$ cat src/mpd_pkg.sv
/*
  Constants, register map and carrier types for the dead-time and culling option block.
  Assumes one 100 MHz system clock and a plain register port with 16-bit data.
*/
package mpd_pkg;
  // ------------------------------------------------------------
  // bus geometry
  // ------------------------------------------------------------
  localparam int unsigned ADDR_W = 28;
  localparam int unsigned DATA_W = 16;
  // ------------------------------------------------------------
  // register offsets
  // ------------------------------------------------------------
  localparam logic [ADDR_W-1:0] OFS_CTRL = 28'hFFFF600;
  localparam logic [ADDR_W-1:0] OFS_OPT0 = 28'hFFFF605;
  localparam logic [ADDR_W-1:0] OFS_OPT1 = 28'hFFFF620;
  localparam logic [ADDR_W-1:0] OFS_OPT2 = 28'hFFFF621;
  localparam logic [ADDR_W-1:0] OFS_DTC = 28'hFFFF624;
  localparam logic [ADDR_W-1:0] OFS_CCR_BASE = 28'hFFFF640;
  localparam logic [ADDR_W-1:0] OFS_TUNED_BASE = 28'hFFFF644;
  // ------------------------------------------------------------
  // field positions
  // ------------------------------------------------------------
  localparam int unsigned CTRL_RUN = 7;
  localparam int unsigned CTRL_MD_LSB = 3;
  localparam int unsigned CTRL_CKS_LSB = 0;
  localparam int unsigned OPT0_CMS = 2;
  localparam int unsigned OPT0_CUF = 1;
  localparam int unsigned OPT2_RDE = 7;
  localparam int unsigned OPT2_DTM = 6;
  localparam logic [2:0] MD_SIX_PHASE = 3'h7;
  // ------------------------------------------------------------
  // reset values
  // ------------------------------------------------------------
  localparam logic [7:0] CTRL_RST = 8'h00;
  localparam logic [7:0] OPT_RST = 8'h00;
  localparam logic [15:0] DTC_RST = 16'h0000;
  localparam logic [15:0] CCR_RST = 16'h0000;
  // ------------------------------------------------------------
  // types
  // ------------------------------------------------------------
  typedef struct packed {
    logic [ADDR_W-1:0] addr;
    logic [DATA_W-1:0] wdata;
    logic wr;
    logic rd;
  } mpd_bus_req_type;

  typedef struct packed {
    logic crest_use;
    logic valley_use;
    logic spare;
    logic [4:0] cull;
  } mpd_cull_cfg_type;

  typedef enum logic [2:0] {
    DT_IDLE = 3'b001,
    DT_UP = 3'b010,
    DT_DOWN = 3'b100
  } mpd_dt_state_type;
endpackage

$ cat src/mpd_deadtime.sv
/*
  One dead-time channel: turns a carrier phase into upper and lower arm drives.
  Assumes phase changes only on count ticks and is held low while stopped.
*/
`timescale 1ns/100ps
module mpd_deadtime import mpd_pkg::*; #(
  parameter int unsigned DT_W = 10
) (
  // clock and reset
  input wire logic clk_sys,
  input wire logic rst_n,
  // control
  input wire logic run,
  input wire logic tick,
  input wire logic [DT_W-1:0] dtc,
  input wire logic narrow,
  // carrier phase and arms
  input wire logic phase,
  output logic upper_q,
  output logic lower_q
);
  mpd_dt_state_type state_q;
  logic [DT_W-1:0] cnt_q;
  logic phase_q;
  logic edge_seen;
  logic blank;

  assign edge_seen = phase != phase_q;
  // blank in the edge cycle too, so no arm ever overlaps its partner
  assign blank = (state_q != DT_IDLE) || (edge_seen && (dtc != '0));

  always_ff @(posedge clk_sys) begin
    if (!rst_n || !run) begin
      state_q <= DT_IDLE;
      cnt_q <= '0;
      phase_q <= 1'h0;
    end else begin
      phase_q <= phase;
      if (edge_seen) begin
        if (dtc == '0) begin
          state_q <= DT_IDLE;
        end else if (narrow && state_q != DT_IDLE) begin
          state_q <= DT_DOWN;
        end else begin
          cnt_q <= '0;
          state_q <= DT_UP;
        end
      end else if (tick) begin
        unique case (state_q)
          DT_UP: begin
            cnt_q <= cnt_q + 1'b1;
            if (cnt_q + 1'b1 == dtc) begin
              state_q <= DT_IDLE;
            end
          end
          DT_DOWN: begin
            if (cnt_q <= 1) begin
              state_q <= DT_IDLE;
              cnt_q <= '0;
            end else begin
              cnt_q <= cnt_q - 1'b1;
            end
          end
          DT_IDLE: begin
          end
        endcase
      end
    end
  end

  always_ff @(posedge clk_sys) begin
    if (!rst_n) begin
      upper_q <= 1'h0;
      lower_q <= 1'h0;
    end else begin
      upper_q <= run && phase && !blank;
      lower_q <= run && !phase && !blank;
    end
  end

  a_zero_dead_time: assert property (@(posedge clk_sys) disable iff (!rst_n)
    run && dtc == '0 && state_q == DT_IDLE |=> upper_q == $past(phase))
    else $error("zero dead time delayed the upper arm");
  a_normal_restart: assert property (@(posedge clk_sys) disable iff (!rst_n)
    run && edge_seen && !narrow && dtc != '0 |=> state_q == DT_UP && cnt_q == '0)
    else $error("normal mode did not restart the counter");
  a_narrow_down: assert property (@(posedge clk_sys) disable iff (!rst_n)
    run && edge_seen && narrow && dtc != '0 && state_q != DT_IDLE |=> state_q == DT_DOWN)
    else $error("narrowing mode did not count down");
  a_arms_apart: assert property (@(posedge clk_sys) disable iff (!rst_n)
    !(upper_q && lower_q))
    else $error("upper and lower arms both on");
endmodule

$ cat src/mpd_cull.sv
/*
  Crest and valley interrupt culling with transfer thinning.
  Assumes crest and valley events are single-cycle pulses that never coincide.
*/
`timescale 1ns/100ps
module mpd_cull import mpd_pkg::*; (
  // clock and reset
  input wire logic clk_sys,
  input wire logic rst_n,
  // control
  input wire logic run,
  input wire mpd_cull_cfg_type cfg,
  input wire logic rde,
  // raw events
  input wire logic crest_ev,
  input wire logic valley_ev,
  // culled outputs
  output logic crest_irq_q,
  output logic valley_irq_q,
  output logic adc_trig_q,
  output logic transfer_q
);
  logic [4:0] cnt_q;
  logic counted;
  logic pass;

  assign counted = (crest_ev && cfg.crest_use) || (valley_ev && cfg.valley_use);
  assign pass = counted && (cnt_q >= cfg.cull);

  // a cull value lowered below the count passes the next event, no 5-bit wrap
  always_ff @(posedge clk_sys) begin
    if (!rst_n || !run) begin
      cnt_q <= 5'h00;
    end else if (counted) begin
      cnt_q <= pass ? 5'h00 : cnt_q + 5'h01;
    end
  end

  always_ff @(posedge clk_sys) begin
    if (!rst_n) begin
      crest_irq_q <= 1'h0;
      valley_irq_q <= 1'h0;
      adc_trig_q <= 1'h0;
      transfer_q <= 1'h0;
    end else begin
      crest_irq_q <= pass && crest_ev;
      valley_irq_q <= pass && valley_ev;
      adc_trig_q <= pass;
      transfer_q <= rde ? pass : (run && (crest_ev || valley_ev));
    end
  end

  a_cull_pass_zero: assert property (@(posedge clk_sys) disable iff (!rst_n)
    run && cfg.cull == 5'h00 && counted |=> adc_trig_q)
    else $error("unculled event was dropped");
  a_crest_unused: assert property (@(posedge clk_sys) disable iff (!rst_n)
    crest_ev && !cfg.crest_use |=> !crest_irq_q && !adc_trig_q)
    else $error("unused crest produced an interrupt");
  a_valley_unused: assert property (@(posedge clk_sys) disable iff (!rst_n)
    valley_ev && !cfg.valley_use |=> !valley_irq_q)
    else $error("unused valley produced an interrupt");
  a_transfer_every: assert property (@(posedge clk_sys) disable iff (!rst_n)
    run && !rde && (crest_ev || valley_ev) |=> transfer_q)
    else $error("transfer missing at crest or valley");
endmodule

$ cat src/mpd_top.sv
/*
  Motor PWM option block: triangular carrier, batch or anytime compare rewrite,
  interrupt and transfer culling, and three dead-time channels for the inverter arms.
  Assumes software on a one-cycle register port and gate drivers on the arm outputs.
*/
// Our own choice: strobed register access.
`timescale 1ns/100ps
module mpd_top import mpd_pkg::*; #(
  parameter int unsigned DT_W = 10
) (
  // clock and reset
  input wire logic clk_sys,
  input wire logic rst_n,
  // register port
  input wire mpd_bus_req_type bus_req,
  output logic [DATA_W-1:0] rdata_q,
  // tuned timer compare values
  output logic [DATA_W-1:0] tuned_compare_zero_q,
  output logic [DATA_W-1:0] tuned_compare_one_q,
  // inverter arms
  output logic [2:0] upper_arm_outputs,
  output logic [2:0] lower_arm_outputs,
  // culled events
  output logic crest_interrupt,
  output logic valley_interrupt,
  output logic adc_trigger
);
  // ------------------------------------------------------------
  // elaboration checks
  // ------------------------------------------------------------
  if (DT_W < 1 || DT_W > DATA_W) begin : g_bad_width
    $error("dead-time width out of range");
  end

  // ------------------------------------------------------------
  // decode helpers
  // ------------------------------------------------------------
  function automatic logic hit(input logic [ADDR_W-1:0] a, input logic [ADDR_W-1:0] base,
                               input int unsigned idx);
    logic [ADDR_W-1:0] target;
    target = base + ADDR_W'(idx);
    return a == target;
  endfunction

  // prescaler mask for a count clock of clk_sys / 2^cks
  function automatic logic [6:0] div_mask(input logic [2:0] cks);
    logic [7:0] m;
    m = 8'h01 << cks;
    m = m - 8'h01;
    return m[6:0];
  endfunction

  // ------------------------------------------------------------
  // state
  // ------------------------------------------------------------
  logic [7:0] ctrl_q;
  logic cms_q;
  logic rde_q;
  logic dtm_q;
  logic [DT_W-1:0] dtc_q;
  mpd_cull_cfg_type opt1_buf_q;
  mpd_cull_cfg_type opt1_act_q;
  logic [DATA_W-1:0] ccr_buf_q [4];
  logic [DATA_W-1:0] ccr_act_q [4];
  logic [DATA_W-1:0] tun_buf_q [2];
  logic [DATA_W-1:0] tun_act_q [2];
  logic [6:0] presc_q;
  logic [DATA_W-1:0] cnt_q;
  logic dir_q;
  logic crest_ev_q;
  logic valley_ev_q;
  logic [2:0] phase_q;
  logic [DATA_W-1:0] rdata_d;

  logic run;
  logic [2:0] cks;
  logic [2:0] md;
  logic tick;
  logic anytime;
  logic load_now;
  logic transfer;
  logic wr_dtc;

  assign run = ctrl_q[CTRL_RUN];
  assign cks = ctrl_q[CTRL_CKS_LSB +: 3];
  assign md = ctrl_q[CTRL_MD_LSB +: 3];
  // rewrite mode only counts in six-phase mode; elsewhere batch applies
  assign anytime = cms_q && (md == MD_SIX_PHASE);
  // while stopped there is no transfer, so writes land at once
  assign load_now = anytime || !run;
  assign wr_dtc = bus_req.wr && hit(bus_req.addr, OFS_DTC, 0);
  assign tuned_compare_zero_q = tun_act_q[0];
  assign tuned_compare_one_q = tun_act_q[1];

  // ------------------------------------------------------------
  // control and option registers
  // ------------------------------------------------------------
  always_ff @(posedge clk_sys) begin
    if (!rst_n) begin
      ctrl_q <= CTRL_RST;
      cms_q <= OPT_RST[OPT0_CMS];
      rde_q <= OPT_RST[OPT2_RDE];
      dtm_q <= OPT_RST[OPT2_DTM];
      dtc_q <= DTC_RST[DT_W-1:0];
    end else if (bus_req.wr) begin
      if (hit(bus_req.addr, OFS_CTRL, 0)) begin
        ctrl_q <= bus_req.wdata[7:0];
      end
      if (hit(bus_req.addr, OFS_OPT0, 0)) begin
        cms_q <= bus_req.wdata[OPT0_CMS];
      end
      if (hit(bus_req.addr, OFS_OPT2, 0)) begin
        rde_q <= bus_req.wdata[OPT2_RDE];
        // a mode change under a running carrier is dropped
        if (!run) begin
          dtm_q <= bus_req.wdata[OPT2_DTM];
        end
      end
      if (wr_dtc && !run) begin
        dtc_q <= bus_req.wdata[DT_W-1:0];
      end
    end
  end

  // ------------------------------------------------------------
  // buffered compare and culling registers
  // ------------------------------------------------------------
  always_ff @(posedge clk_sys) begin
    if (!rst_n) begin
      for (int i = 0; i < 4; i++) begin
        ccr_buf_q[i] <= CCR_RST;
        ccr_act_q[i] <= CCR_RST;
      end
      for (int i = 0; i < 2; i++) begin
        tun_buf_q[i] <= CCR_RST;
        tun_act_q[i] <= CCR_RST;
      end
      opt1_buf_q <= OPT_RST;
      opt1_act_q <= OPT_RST;
    end else begin
      // one shared transfer moves every buffered register together
      if (transfer && !load_now) begin
        ccr_act_q <= ccr_buf_q;
        tun_act_q <= tun_buf_q;
        opt1_act_q <= opt1_buf_q;
      end
      if (bus_req.wr) begin
        for (int i = 0; i < 4; i++) begin
          if (hit(bus_req.addr, OFS_CCR_BASE, i)) begin
            ccr_buf_q[i] <= bus_req.wdata;
            if (load_now) begin
              ccr_act_q[i] <= bus_req.wdata;
            end
          end
        end
        for (int i = 0; i < 2; i++) begin
          if (hit(bus_req.addr, OFS_TUNED_BASE, i)) begin
            tun_buf_q[i] <= bus_req.wdata;
            if (load_now) begin
              tun_act_q[i] <= bus_req.wdata;
            end
          end
        end
        if (hit(bus_req.addr, OFS_OPT1, 0)) begin
          opt1_buf_q <= bus_req.wdata[7:0];
          if (load_now) begin
            opt1_act_q <= bus_req.wdata[7:0];
          end
        end
      end
    end
  end

  // ------------------------------------------------------------
  // count clock divider
  // ------------------------------------------------------------
  assign tick = run && ((presc_q & div_mask(cks)) == div_mask(cks));

  always_ff @(posedge clk_sys) begin
    if (!rst_n || !run) begin
      presc_q <= 7'h00;
    end else begin
      presc_q <= presc_q + 7'h01;
    end
  end

  // ------------------------------------------------------------
  // triangular carrier
  // ------------------------------------------------------------
  always_ff @(posedge clk_sys) begin
    if (!rst_n || !run) begin
      cnt_q <= CCR_RST;
      dir_q <= 1'h0;
      crest_ev_q <= 1'h0;
      valley_ev_q <= 1'h0;
    end else begin
      crest_ev_q <= 1'h0;
      valley_ev_q <= 1'h0;
      if (tick) begin
        if (!dir_q) begin
          if (cnt_q >= ccr_act_q[0]) begin
            dir_q <= 1'h1;
            crest_ev_q <= 1'h1;
            if (cnt_q != CCR_RST) begin
              cnt_q <= cnt_q - 16'h0001;
            end
          end else begin
            cnt_q <= cnt_q + 16'h0001;
          end
        end else begin
          if (cnt_q == CCR_RST) begin
            dir_q <= 1'h0;
            valley_ev_q <= 1'h1;
            if (ccr_act_q[0] != CCR_RST) begin
              cnt_q <= 16'h0001;
            end
          end else begin
            cnt_q <= cnt_q - 16'h0001;
          end
        end
      end
    end
  end

  // phases follow the active compares; forced low while stopped
  always_ff @(posedge clk_sys) begin
    if (!rst_n) begin
      phase_q <= 3'h0;
    end else begin
      for (int i = 0; i < 3; i++) begin
        phase_q[i] <= run && (cnt_q < ccr_act_q[i+1]);
      end
    end
  end

  // ------------------------------------------------------------
  // culling
  // ------------------------------------------------------------
  mpd_cull u_cull (
    .clk_sys(clk_sys),
    .rst_n(rst_n),
    .run(run),
    .cfg(opt1_act_q),
    .rde(rde_q),
    .crest_ev(crest_ev_q),
    .valley_ev(valley_ev_q),
    .crest_irq_q(crest_interrupt),
    .valley_irq_q(valley_interrupt),
    .adc_trig_q(adc_trigger),
    .transfer_q(transfer)
  );

  // ------------------------------------------------------------
  // dead-time channels
  // ------------------------------------------------------------
  for (genvar g = 0; g < 3; g++) begin : g_dt
    mpd_deadtime #(.DT_W(DT_W)) u_dt (
      .clk_sys(clk_sys),
      .rst_n(rst_n),
      .run(run),
      .tick(tick),
      .dtc(dtc_q),
      .narrow(dtm_q),
      .phase(phase_q[g]),
      .upper_q(upper_arm_outputs[g]),
      .lower_q(lower_arm_outputs[g])
    );
  end

  // ------------------------------------------------------------
  // read port
  // ------------------------------------------------------------
  always_comb begin
    rdata_d = 16'h0000;
    if (hit(bus_req.addr, OFS_CTRL, 0)) begin
      rdata_d = {8'h00, ctrl_q};
    end
    if (hit(bus_req.addr, OFS_OPT0, 0)) begin
      rdata_d[OPT0_CMS] = cms_q;
      rdata_d[OPT0_CUF] = dir_q;
    end
    if (hit(bus_req.addr, OFS_OPT1, 0)) begin
      rdata_d = {8'h00, opt1_buf_q};
    end
    if (hit(bus_req.addr, OFS_OPT2, 0)) begin
      rdata_d[OPT2_RDE] = rde_q;
      rdata_d[OPT2_DTM] = dtm_q;
    end
    if (hit(bus_req.addr, OFS_DTC, 0)) begin
      rdata_d[DT_W-1:0] = dtc_q;
    end
    for (int i = 0; i < 4; i++) begin
      if (hit(bus_req.addr, OFS_CCR_BASE, i)) begin
        rdata_d = ccr_buf_q[i];
      end
    end
    for (int i = 0; i < 2; i++) begin
      if (hit(bus_req.addr, OFS_TUNED_BASE, i)) begin
        rdata_d = tun_buf_q[i];
      end
    end
  end

  // data stand for exactly one cycle after the read strobe
  always_ff @(posedge clk_sys) begin
    if (!rst_n) begin
      rdata_q <= 16'h0000;
    end else begin
      rdata_q <= bus_req.rd ? rdata_d : 16'h0000;
    end
  end

  // ------------------------------------------------------------
  // checks
  // ------------------------------------------------------------
  a_dtc_locked: assert property (@(posedge clk_sys) disable iff (!rst_n)
    run && wr_dtc |=> dtc_q == $past(dtc_q))
    else $error("dead-time compare changed while running");
  a_stop_outputs_low: assert property (@(posedge clk_sys) disable iff (!rst_n)
    !run ##1 !run |=> upper_arm_outputs == 3'h0 && lower_arm_outputs == 3'h0)
    else $error("arm outputs active while stopped");
  a_cms_write_run: assert property (@(posedge clk_sys) disable iff (!rst_n)
    bus_req.wr && hit(bus_req.addr, OFS_OPT0, 0) |=> cms_q == $past(bus_req.wdata[OPT0_CMS]))
    else $error("rewrite-mode write not taken");
  a_anytime_load: assert property (@(posedge clk_sys) disable iff (!rst_n)
    anytime && bus_req.wr && hit(bus_req.addr, OFS_CCR_BASE, 1)
    |=> ccr_act_q[1] == $past(bus_req.wdata))
    else $error("anytime write did not take effect");
  a_batch_hold: assert property (@(posedge clk_sys) disable iff (!rst_n)
    run && !anytime && !transfer && bus_req.wr && hit(bus_req.addr, OFS_CCR_BASE, 1)
    |=> ccr_act_q[1] == $past(ccr_act_q[1]))
    else $error("batch write reached the active compare early");
  a_batch_transfer: assert property (@(posedge clk_sys) disable iff (!rst_n)
    run && !anytime && transfer |=> opt1_act_q == $past(opt1_buf_q) && tun_act_q[0] == $past(tun_buf_q[0]))
    else $error("transfer did not copy buffered registers");
  a_dir_flag: assert property (@(posedge clk_sys) disable iff (!rst_n)
    bus_req.rd && hit(bus_req.addr, OFS_OPT0, 0) |=> rdata_q[OPT0_CUF] == $past(dir_q))
    else $error("direction flag read wrong");
  a_tick_full_rate: assert property (@(posedge clk_sys) disable iff (!rst_n)
    run && cks == 3'h0 && $past(run) |-> tick)
    else $error("undivided count clock missed a cycle");
  a_valley_turn: assert property (@(posedge clk_sys) disable iff (!rst_n)
    run && tick && dir_q && cnt_q == CCR_RST |=> !dir_q && valley_ev_q)
    else $error("carrier did not turn at the valley");
endmodule

$ cat config.mk
export PLATFORM = sky130hd
export DESIGN_NAME = mpd_top
export DESIGN_NICKNAME = d
export VERILOG_FILES = /design/src/mpd_pkg.sv /design/src/mpd_deadtime.sv /design/src/mpd_cull.sv /design/src/mpd_top.sv
export SDC_FILE = /design/constraint.sdc
export NUM_CORES = 1
export LEC_CHECK = 0
export BUFFER_PORTS_ARGS = -buffer_cell sky130_fd_sc_hd__buf_2
export CAP_MARGIN = 25
export CELL_PAD_IN_SITES_DETAIL_PLACEMENT = 1
export CELL_PAD_IN_SITES_GLOBAL_PLACEMENT = 1
export CORE_MARGIN = 2
export CORE_UTILIZATION = 47
export DETAILED_ROUTE_END_ITERATION = 8
export PLACE_DENSITY = 0.82
export SLEW_MARGIN = 5
export SYNTH_ARGS = -nofsm -noshare
export SYNTH_HDL_FRONTEND = slang
export SYNTH_SLANG_ARGS = --single-unit
$ cat constraint.sdc
create_clock -name clk_sys -period 3.7 [get_ports clk_sys]
set_input_delay 0.74 -clock clk_sys [delete_from_list [all_inputs] [get_ports clk_sys]]
set_output_delay 0.74 -clock clk_sys [all_outputs]
set_load 0.01 [all_outputs]
After elaboration in Yosys (flattened, before gate mapping)
Index checks and enable logic that the tools add are counted.
{"block": "word_totals", "out_inout_bits": 57, "wordCells": 280, "register_bits": 331}
{"block": "classes", "mux": 81, "addsub": 11, "n_eq_ne": 42, "n_shift": 1, "n_reduce_logical": 81, "order_cmp": 8, "n_bitwise": 4}
{"operator": "two-way mux 16 bit", "count": 24}
{"operator": "== test 28 bit (second input constant)", "count": 11}
{"operator": "two-way mux 10 bit", "count": 16}
{"operator": "two-way mux 64 bit", "count": 2}
{"operator": "two-way mux 32 bit", "count": 2}
{"operator": "one-hot mux 10 bit (2 select lines)", "count": 3}
{"operator": "two-way mux 3 bit", "count": 18}
{"operator": "less-than comparator 16 bit", "count": 3}
{"operator": "two-way mux 8 bit", "count": 5}
{"operator": "logical AND 1 bit", "count": 32}
{"operator": "nonzero test 16 bit", "count": 2}
{"operator": "adder 10 x 1 -> 10 bit (second input constant)", "count": 3}
{"operator": "== test 10 bit", "count": 3}
{"operator": "less-or-equal comparator 10 x 1 -> 1 bit (second input constant)", "count": 3}
{"operator": "subtractor 10 x 1 -> 10 bit (second input constant)", "count": 3}
{"operator": "inequality test 3 x 1 -> 1 bit (second input constant)", "count": 9}
{"operator": "AND reduction 2 bit", "count": 12}
{"operator": "AND reduction 4 bit", "count": 6}
{"operator": "one-hot mux 3 bit (2 select lines)", "count": 3}
{"operator": "adder 16 x 1 -> 16 bit (second input constant)", "count": 1}
{"operator": "greater-or-equal comparator 16 bit", "count": 1}
{"operator": "logical NOT 16 bit", "count": 1}
{"operator": "subtractor 16 x 1 -> 16 bit (second input constant)", "count": 1}
{"operator": "== test 3 bit (second input constant)", "count": 4}
{"operator": "other kinds (23)", "count": 60}

Depth between registers and ports, before layout
{"block": "logic_depth", "depth_word": 12, "ltp_mapped": 11, "mapped_depth_nobuf": 9}

Hierarchy
From an unflattened synthesis, not the netlist that was laid out.
{"block": "hier_totals", "cells_unflattened": 2287, "hier_area_um2": 19248.5}
{"module": "mpd_top", "seq_area_each_um2": 5485.3, "area_per_inst_um2": 14436.3, "cells_each": 1642, "n_inst": 1}
{"module": "mpd_deadtime", "seq_area_each_um2": 320.3, "area_per_inst_um2": 1431.4, "cells_each": 198, "n_inst": 3}
{"module": "mpd_cull", "seq_area_each_um2": 180.2, "area_per_inst_um2": 518.0, "cells_each": 51, "n_inst": 1}

Worst setup path before layout
OpenSTA, ideal clock, no wires.
{"block": "synth_timing", "path_type": "input to register", "from": "input bus_req[22] (netlist name)", "to": "register ccr_act_q[0] (netlist name)", "n_path_buf": 3, "stages": 9, "arrival_time_ps": 2775, "setup_slack_ps": 809, "cell_sequence": "or2_1 -> or4_1 -> buf_6 -> nor4_4 -> and2_1 -> buf_4 -> nand2_4 -> buf_6 -> o211a_1"}
{"block": "synth_between", "elab_chain_len": 3}
{"element": "from (decl)", "line_no": "mpd_top.sv:15", "rtl": "input wire mpd_bus_req_type bus_req,"}
{"element": "== test 28 bit", "line_no": "mpd_top.sv:42", "rtl": "return a == target;"}
{"element": "two-way mux 16 bit", "line_no": "mpd_top.sv:149", "rtl": "if (hit(bus_req.addr, OFS_CCR_BASE, i)) begin"}
{"element": "two-way mux 64 bit", "line_no": "mpd_top.sv:147", "rtl": "if (bus_req.wr) begin"}
{"element": "to (signal assigned)", "line_no": "mpd_top.sv:143", "rtl": "ccr_act_q <= ccr_buf_q;"}
{"element": "to (signal, indexed assignment)", "line_no": "mpd_top.sv:152", "rtl": "ccr_act_q[i] <= bus_req.wdata;"}
{"element": "to (decl)", "line_no": "mpd_top.sv:64", "rtl": "logic [DATA_W-1:0] ccr_act_q [4];"}
No other way between the ends.
A chain may end at the register's enable or synchronous reset.

Final worst setup path
{"block": "layout_timing", "from": "register cnt_q[0]", "to": "register cnt_q[3]"}
{"block": "layout_between", "elab_chain_len": 4, "elab_cells_between_ends": 12, "classes_between": "2 x add/sub; 1 x order compare; 2 x eq/ne; 4 x mux; 3 x reduce/logical"}
{"element": "from (decl)", "line_no": "mpd_top.sv:68", "rtl": "logic [DATA_W-1:0] cnt_q;"}
{"element": "from (signal assigned)", "line_no": "mpd_top.sv:205", "rtl": "cnt_q <= cnt_q - 16'h0001;"}
{"element": "from (signal assigned)", "line_no": "mpd_top.sv:208", "rtl": "cnt_q <= cnt_q + 16'h0001;"}
{"element": "from (signal assigned)", "line_no": "mpd_top.sv:218", "rtl": "cnt_q <= cnt_q - 16'h0001;"}
{"element": "subtractor 16 x 1 -> 16 bit", "line_no": "mpd_top.sv:205, mpd_top.sv:218"}
{"element": "two-way mux 16 bit", "line_no": "mpd_top.sv:204", "rtl": "if (cnt_q != CCR_RST) begin"}
{"element": "two-way mux 16 bit", "line_no": "mpd_top.sv:201", "rtl": "if (cnt_q >= ccr_act_q[0]) begin"}
{"element": "two-way mux 16 bit", "line_no": "mpd_top.sv:200", "rtl": "if (!dir_q) begin"}
Several ways; a longest one is shown, not always the timed one. The select of a mux whose other input is x is not followed.

==> results.py <==
metrics = {
    "setup_path": {
        "r2r_slack_ps": 490,
        "reg2reg_from": "cnt_q[0]",
        "r2r-end": "cnt_q[3]",
        "worstSetupPathType": "reg2reg",
        "slowest_stage": "dfxtp_1",
        "timing.critical_path.buf_inv": 1,
        "crit_chain": "inv_1, ha_1, nor2b_1, o21ai_0, a211oi_1, o211ai_1, a21o_1, or4_1, a31oi_1",
        "worstPathArrival_ps": 3710,
        "startpoint_type": "register",
        "ff2ff_path_depth": 9,
        "cp_data_required_time_ps": 4200,
        "path_delay_family": "compound AO/OA/AOI/OAI gates",
        "cp_max_fo": 16,
        "crit_path_end_kind": "register",
        "cpPeakStageDelay_ps": 590,
    },
    "synth": {
        "synth_cells": 2251,
        "synth_top_cell_area_share": 0.352,
        "postSynth.asyncResetShare": 0,
        "synth-main-ff-cell": "dfxtp_1",
        "yosys.cell_count.top_type": "nand2_1",
        "avgSynthCellArea_um2": 8.35,
        "ys_seq_elements": 330,
        "yosys_warnings": 0,
        "synth_edf_count": 0,
        "synth_common_cells": "419 x nand2_1, 330 x dfxtp_1, 137 x clkbuf_1",
        "seq_area_frac_synth": 0.352,
        "synth_area_mm2": 0.0188,
        "syn_nets": 2379,
        "synth.distinct_cells": 82,
        "synth_area_leader_cell": "dfxtp_1",
        "synth.area.top_cells": "dfxtp_1 35%, nand2_1 8.4%, mux2i_1 6.9%",
    },
    "global_routing": {
        "grt_max_degree": 85,
        "grt_usage": 0.315,
        "grt_pass1_wl_mm": 103,
        "antenna_found_initial": 1,
        "grt_overflow": 0,
        "first_global_vias": 18000,
    },
    "detailed_routing": {
        "avgViaCountPerCell": 6.23,
        "detail_route.first_pass.iterations": 6,
        "vias": 17600,
        "drtAntennaViolNets": 0,
        "drt_iter0_drc": 1169,
        "wl_mm": 66.0,
        "drc": 0,
        "wl_per_cell_um": 23.4,
    },
    "clock_network": {
        "clkLatencyLatePin_ps": 570,
        "cts-htree-levels": 2,
        "cts_hold_buffers": 0,
        "cts_setup_buffers": 0,
        "clk_transition_reported_paths_ps": 60,
        "cts_tree": "done",
        "cts_resized": 0,
        "cts_buffers": 38,
        "clk_path_buf_depth": 3,
        "root_buffer": "clkbuf_16",
        "clock_sinks": 330,
    },
    "placement": {
        "dp_hpwl_mm": 46.0,
        "io_buffers": 104,
        "gp_congestion": 0.935,
    },
    "hold_path": {
        "min_to": "g_dt[0].u_dt.lower_q",
        "hold_depth": 1,
        "hp-class": "reg2reg",
        "min-delay-start": "phase_q[0]",
    },
    "timing": {
        "hold_viol": 0,
        "slew_viol_final": 0,
        "fin_crit_ps": 3210,
        "relSlewSlack": 0.388,
        "fin_tns_setup_ps": 0,
        "setup_viol": 0,
        "max_freq_ghz": 0.311,
        "tightestPinTransition_ps": 915,
        "skew_ps": 17.6,
        "min_period_over_period": 0.869,
        "rsz0062_at_grt": "false",
    },
    "final_layout": {
        "fillers": 4662,
        "drive_gt1_frac": 0.115,
        "area_growth_syn_to_layout_pct": 11.3,
        "nets": 2396,
        "fin_util": 0.529,
    },
    "floorplan": {
        "rows": 73,
        "fp.dieW_um": 204,
        "core_area_mm2": 0.0395,
        "die_area_mm2": 0.0416,
        "die_h_um": 204,
        "ios": 105,
        "start_util": 0.475,
    },
    "power": {
        "p_leak_nw": 9.94,
        "p_per_area_mw_per_mm2": 369,
        "peakVddDrop_mv": 0.351,
    },
    "flow_run": {
        "maxCapViolCount": 0,
    },
    "status": {
        "status": "finished, final reports clean",
    },
}
-- cells in the final DEF, fill, tap and decap left out, types with 36 or more instances in the layout --
cell       instances
nand2_1          418
inv_1             92
o21ai_0           54
a21oi_1           68
xor2_1            36
clkbuf_16         39
nand3_1           71
buf_4             60
buf_2            103
mux2i_1          129
dfxtp_1          330
ha_1              80
a21boi_0          65
nor2_1            96
a21boi_1          50
o211a_1          111
-- worst max path at each step --
stage	cells past startpoint	slack (ps)	start	endpoint
floorplan	9	810	bus_req[22]	ccr_act_q[0]
global placement	9	450	bus_req[22]	ccr_buf_q[19]
detailed placement	9	350	bus_req[22]	ccr_buf_q[21]
CTS	9	490	cnt_q[0]	cnt_q[3]
global route	9	330	cnt_q[0]	cnt_q[3]
finish	9	490	cnt_q[0]	cnt_q[3]
-- flip-flops by register name (all words and copies together), names as in the netlist, 3 cells and up --
| signal | count |
|---|---|
| dtc_q | 10 |
| g_dt.u_dt.phase_q | 3 |
| g_dt.u_dt.state_q | 9 |
| opt1_act_q | 7 |
| g_dt.u_dt.lower_q | 3 |
| cnt_q | 16 |
| tun_buf_q | 32 |
| phase_q | 3 |
| tuned_compare_one_q | 16 |
| ccr_buf_q | 64 |
| g_dt.u_dt.upper_q | 3 |
| opt1_buf_q | 8 |
| g_dt.u_dt.cnt_q | 30 |
| ccr_act_q | 64 |
| tuned_compare_zero_q | 16 |
| u_cull.cnt_q | 5 |
| ctrl_q | 8 |
| presc_q | 7 |
| rdata_q | 16 |
-- final cells by class --
class / count / area, um^2 / share of cell area
Antenna cell: 1 / 2.50 / 0.000120
Tap cell: 525 / 657 / 0.0314
Clock inverter: 12 / 168 / 0.00802
Inverter: 92 / 345 / 0.0165
Sequential cell: 330 / 6610 / 0.316
Timing Repair Buffer: 164 / 977 / 0.0467
Clock buffer: 56 / 1130 / 0.0541
Multi-Input combinational cell: 1642 / 11000 / 0.527
-- layer usage --
layer  share of wire  GRT usage  wire length [um]  up-vias
met3           0.050     0.0389              3300      203
li1                -          -                 -     8019
met4           0.051      0.161              3380        0
met2            0.49      0.557             32500      562
met1            0.41      0.375             26800     8787
met5               0          0                 0        -
-- logic make-up after synthesis --
family                     share of synthesized area
xor gates and xnor gates                      0.0317
and+or+nand+nor                                0.209
muxes                                         0.0705
DFF                                            0.352
buffers and inverters                         0.0628
adders and majority gates                     0.0533
AOI/OAI and AO/OA                              0.221
-- where the power goes --
group	internal, mW	switching [mW]
combinational	0.0470	0.134
sequential	3.55	0.00000000933
clock	2.40	1.58
-- through the flow --
stage / setup slack [ps] / hold slack (ps) / instances / power, mW / instance area (um^2)
final: 485 / 469 / 2822 / 7.71 / 20900
after global routing: 326 / 496 / 2821 / 7.89 / 20900
after floorplan: 809 / 426 / 2251 / 3.73 / 18800
after CTS: 492 / 480 / 2821 / 7.75 / 20900
after global placement: 453 / 444 / 2753 / 3.80 / 19600
after detailed placement: 354 / 460 / 2753 / 3.81 / 19600
(Power assumes the default switching activity.)
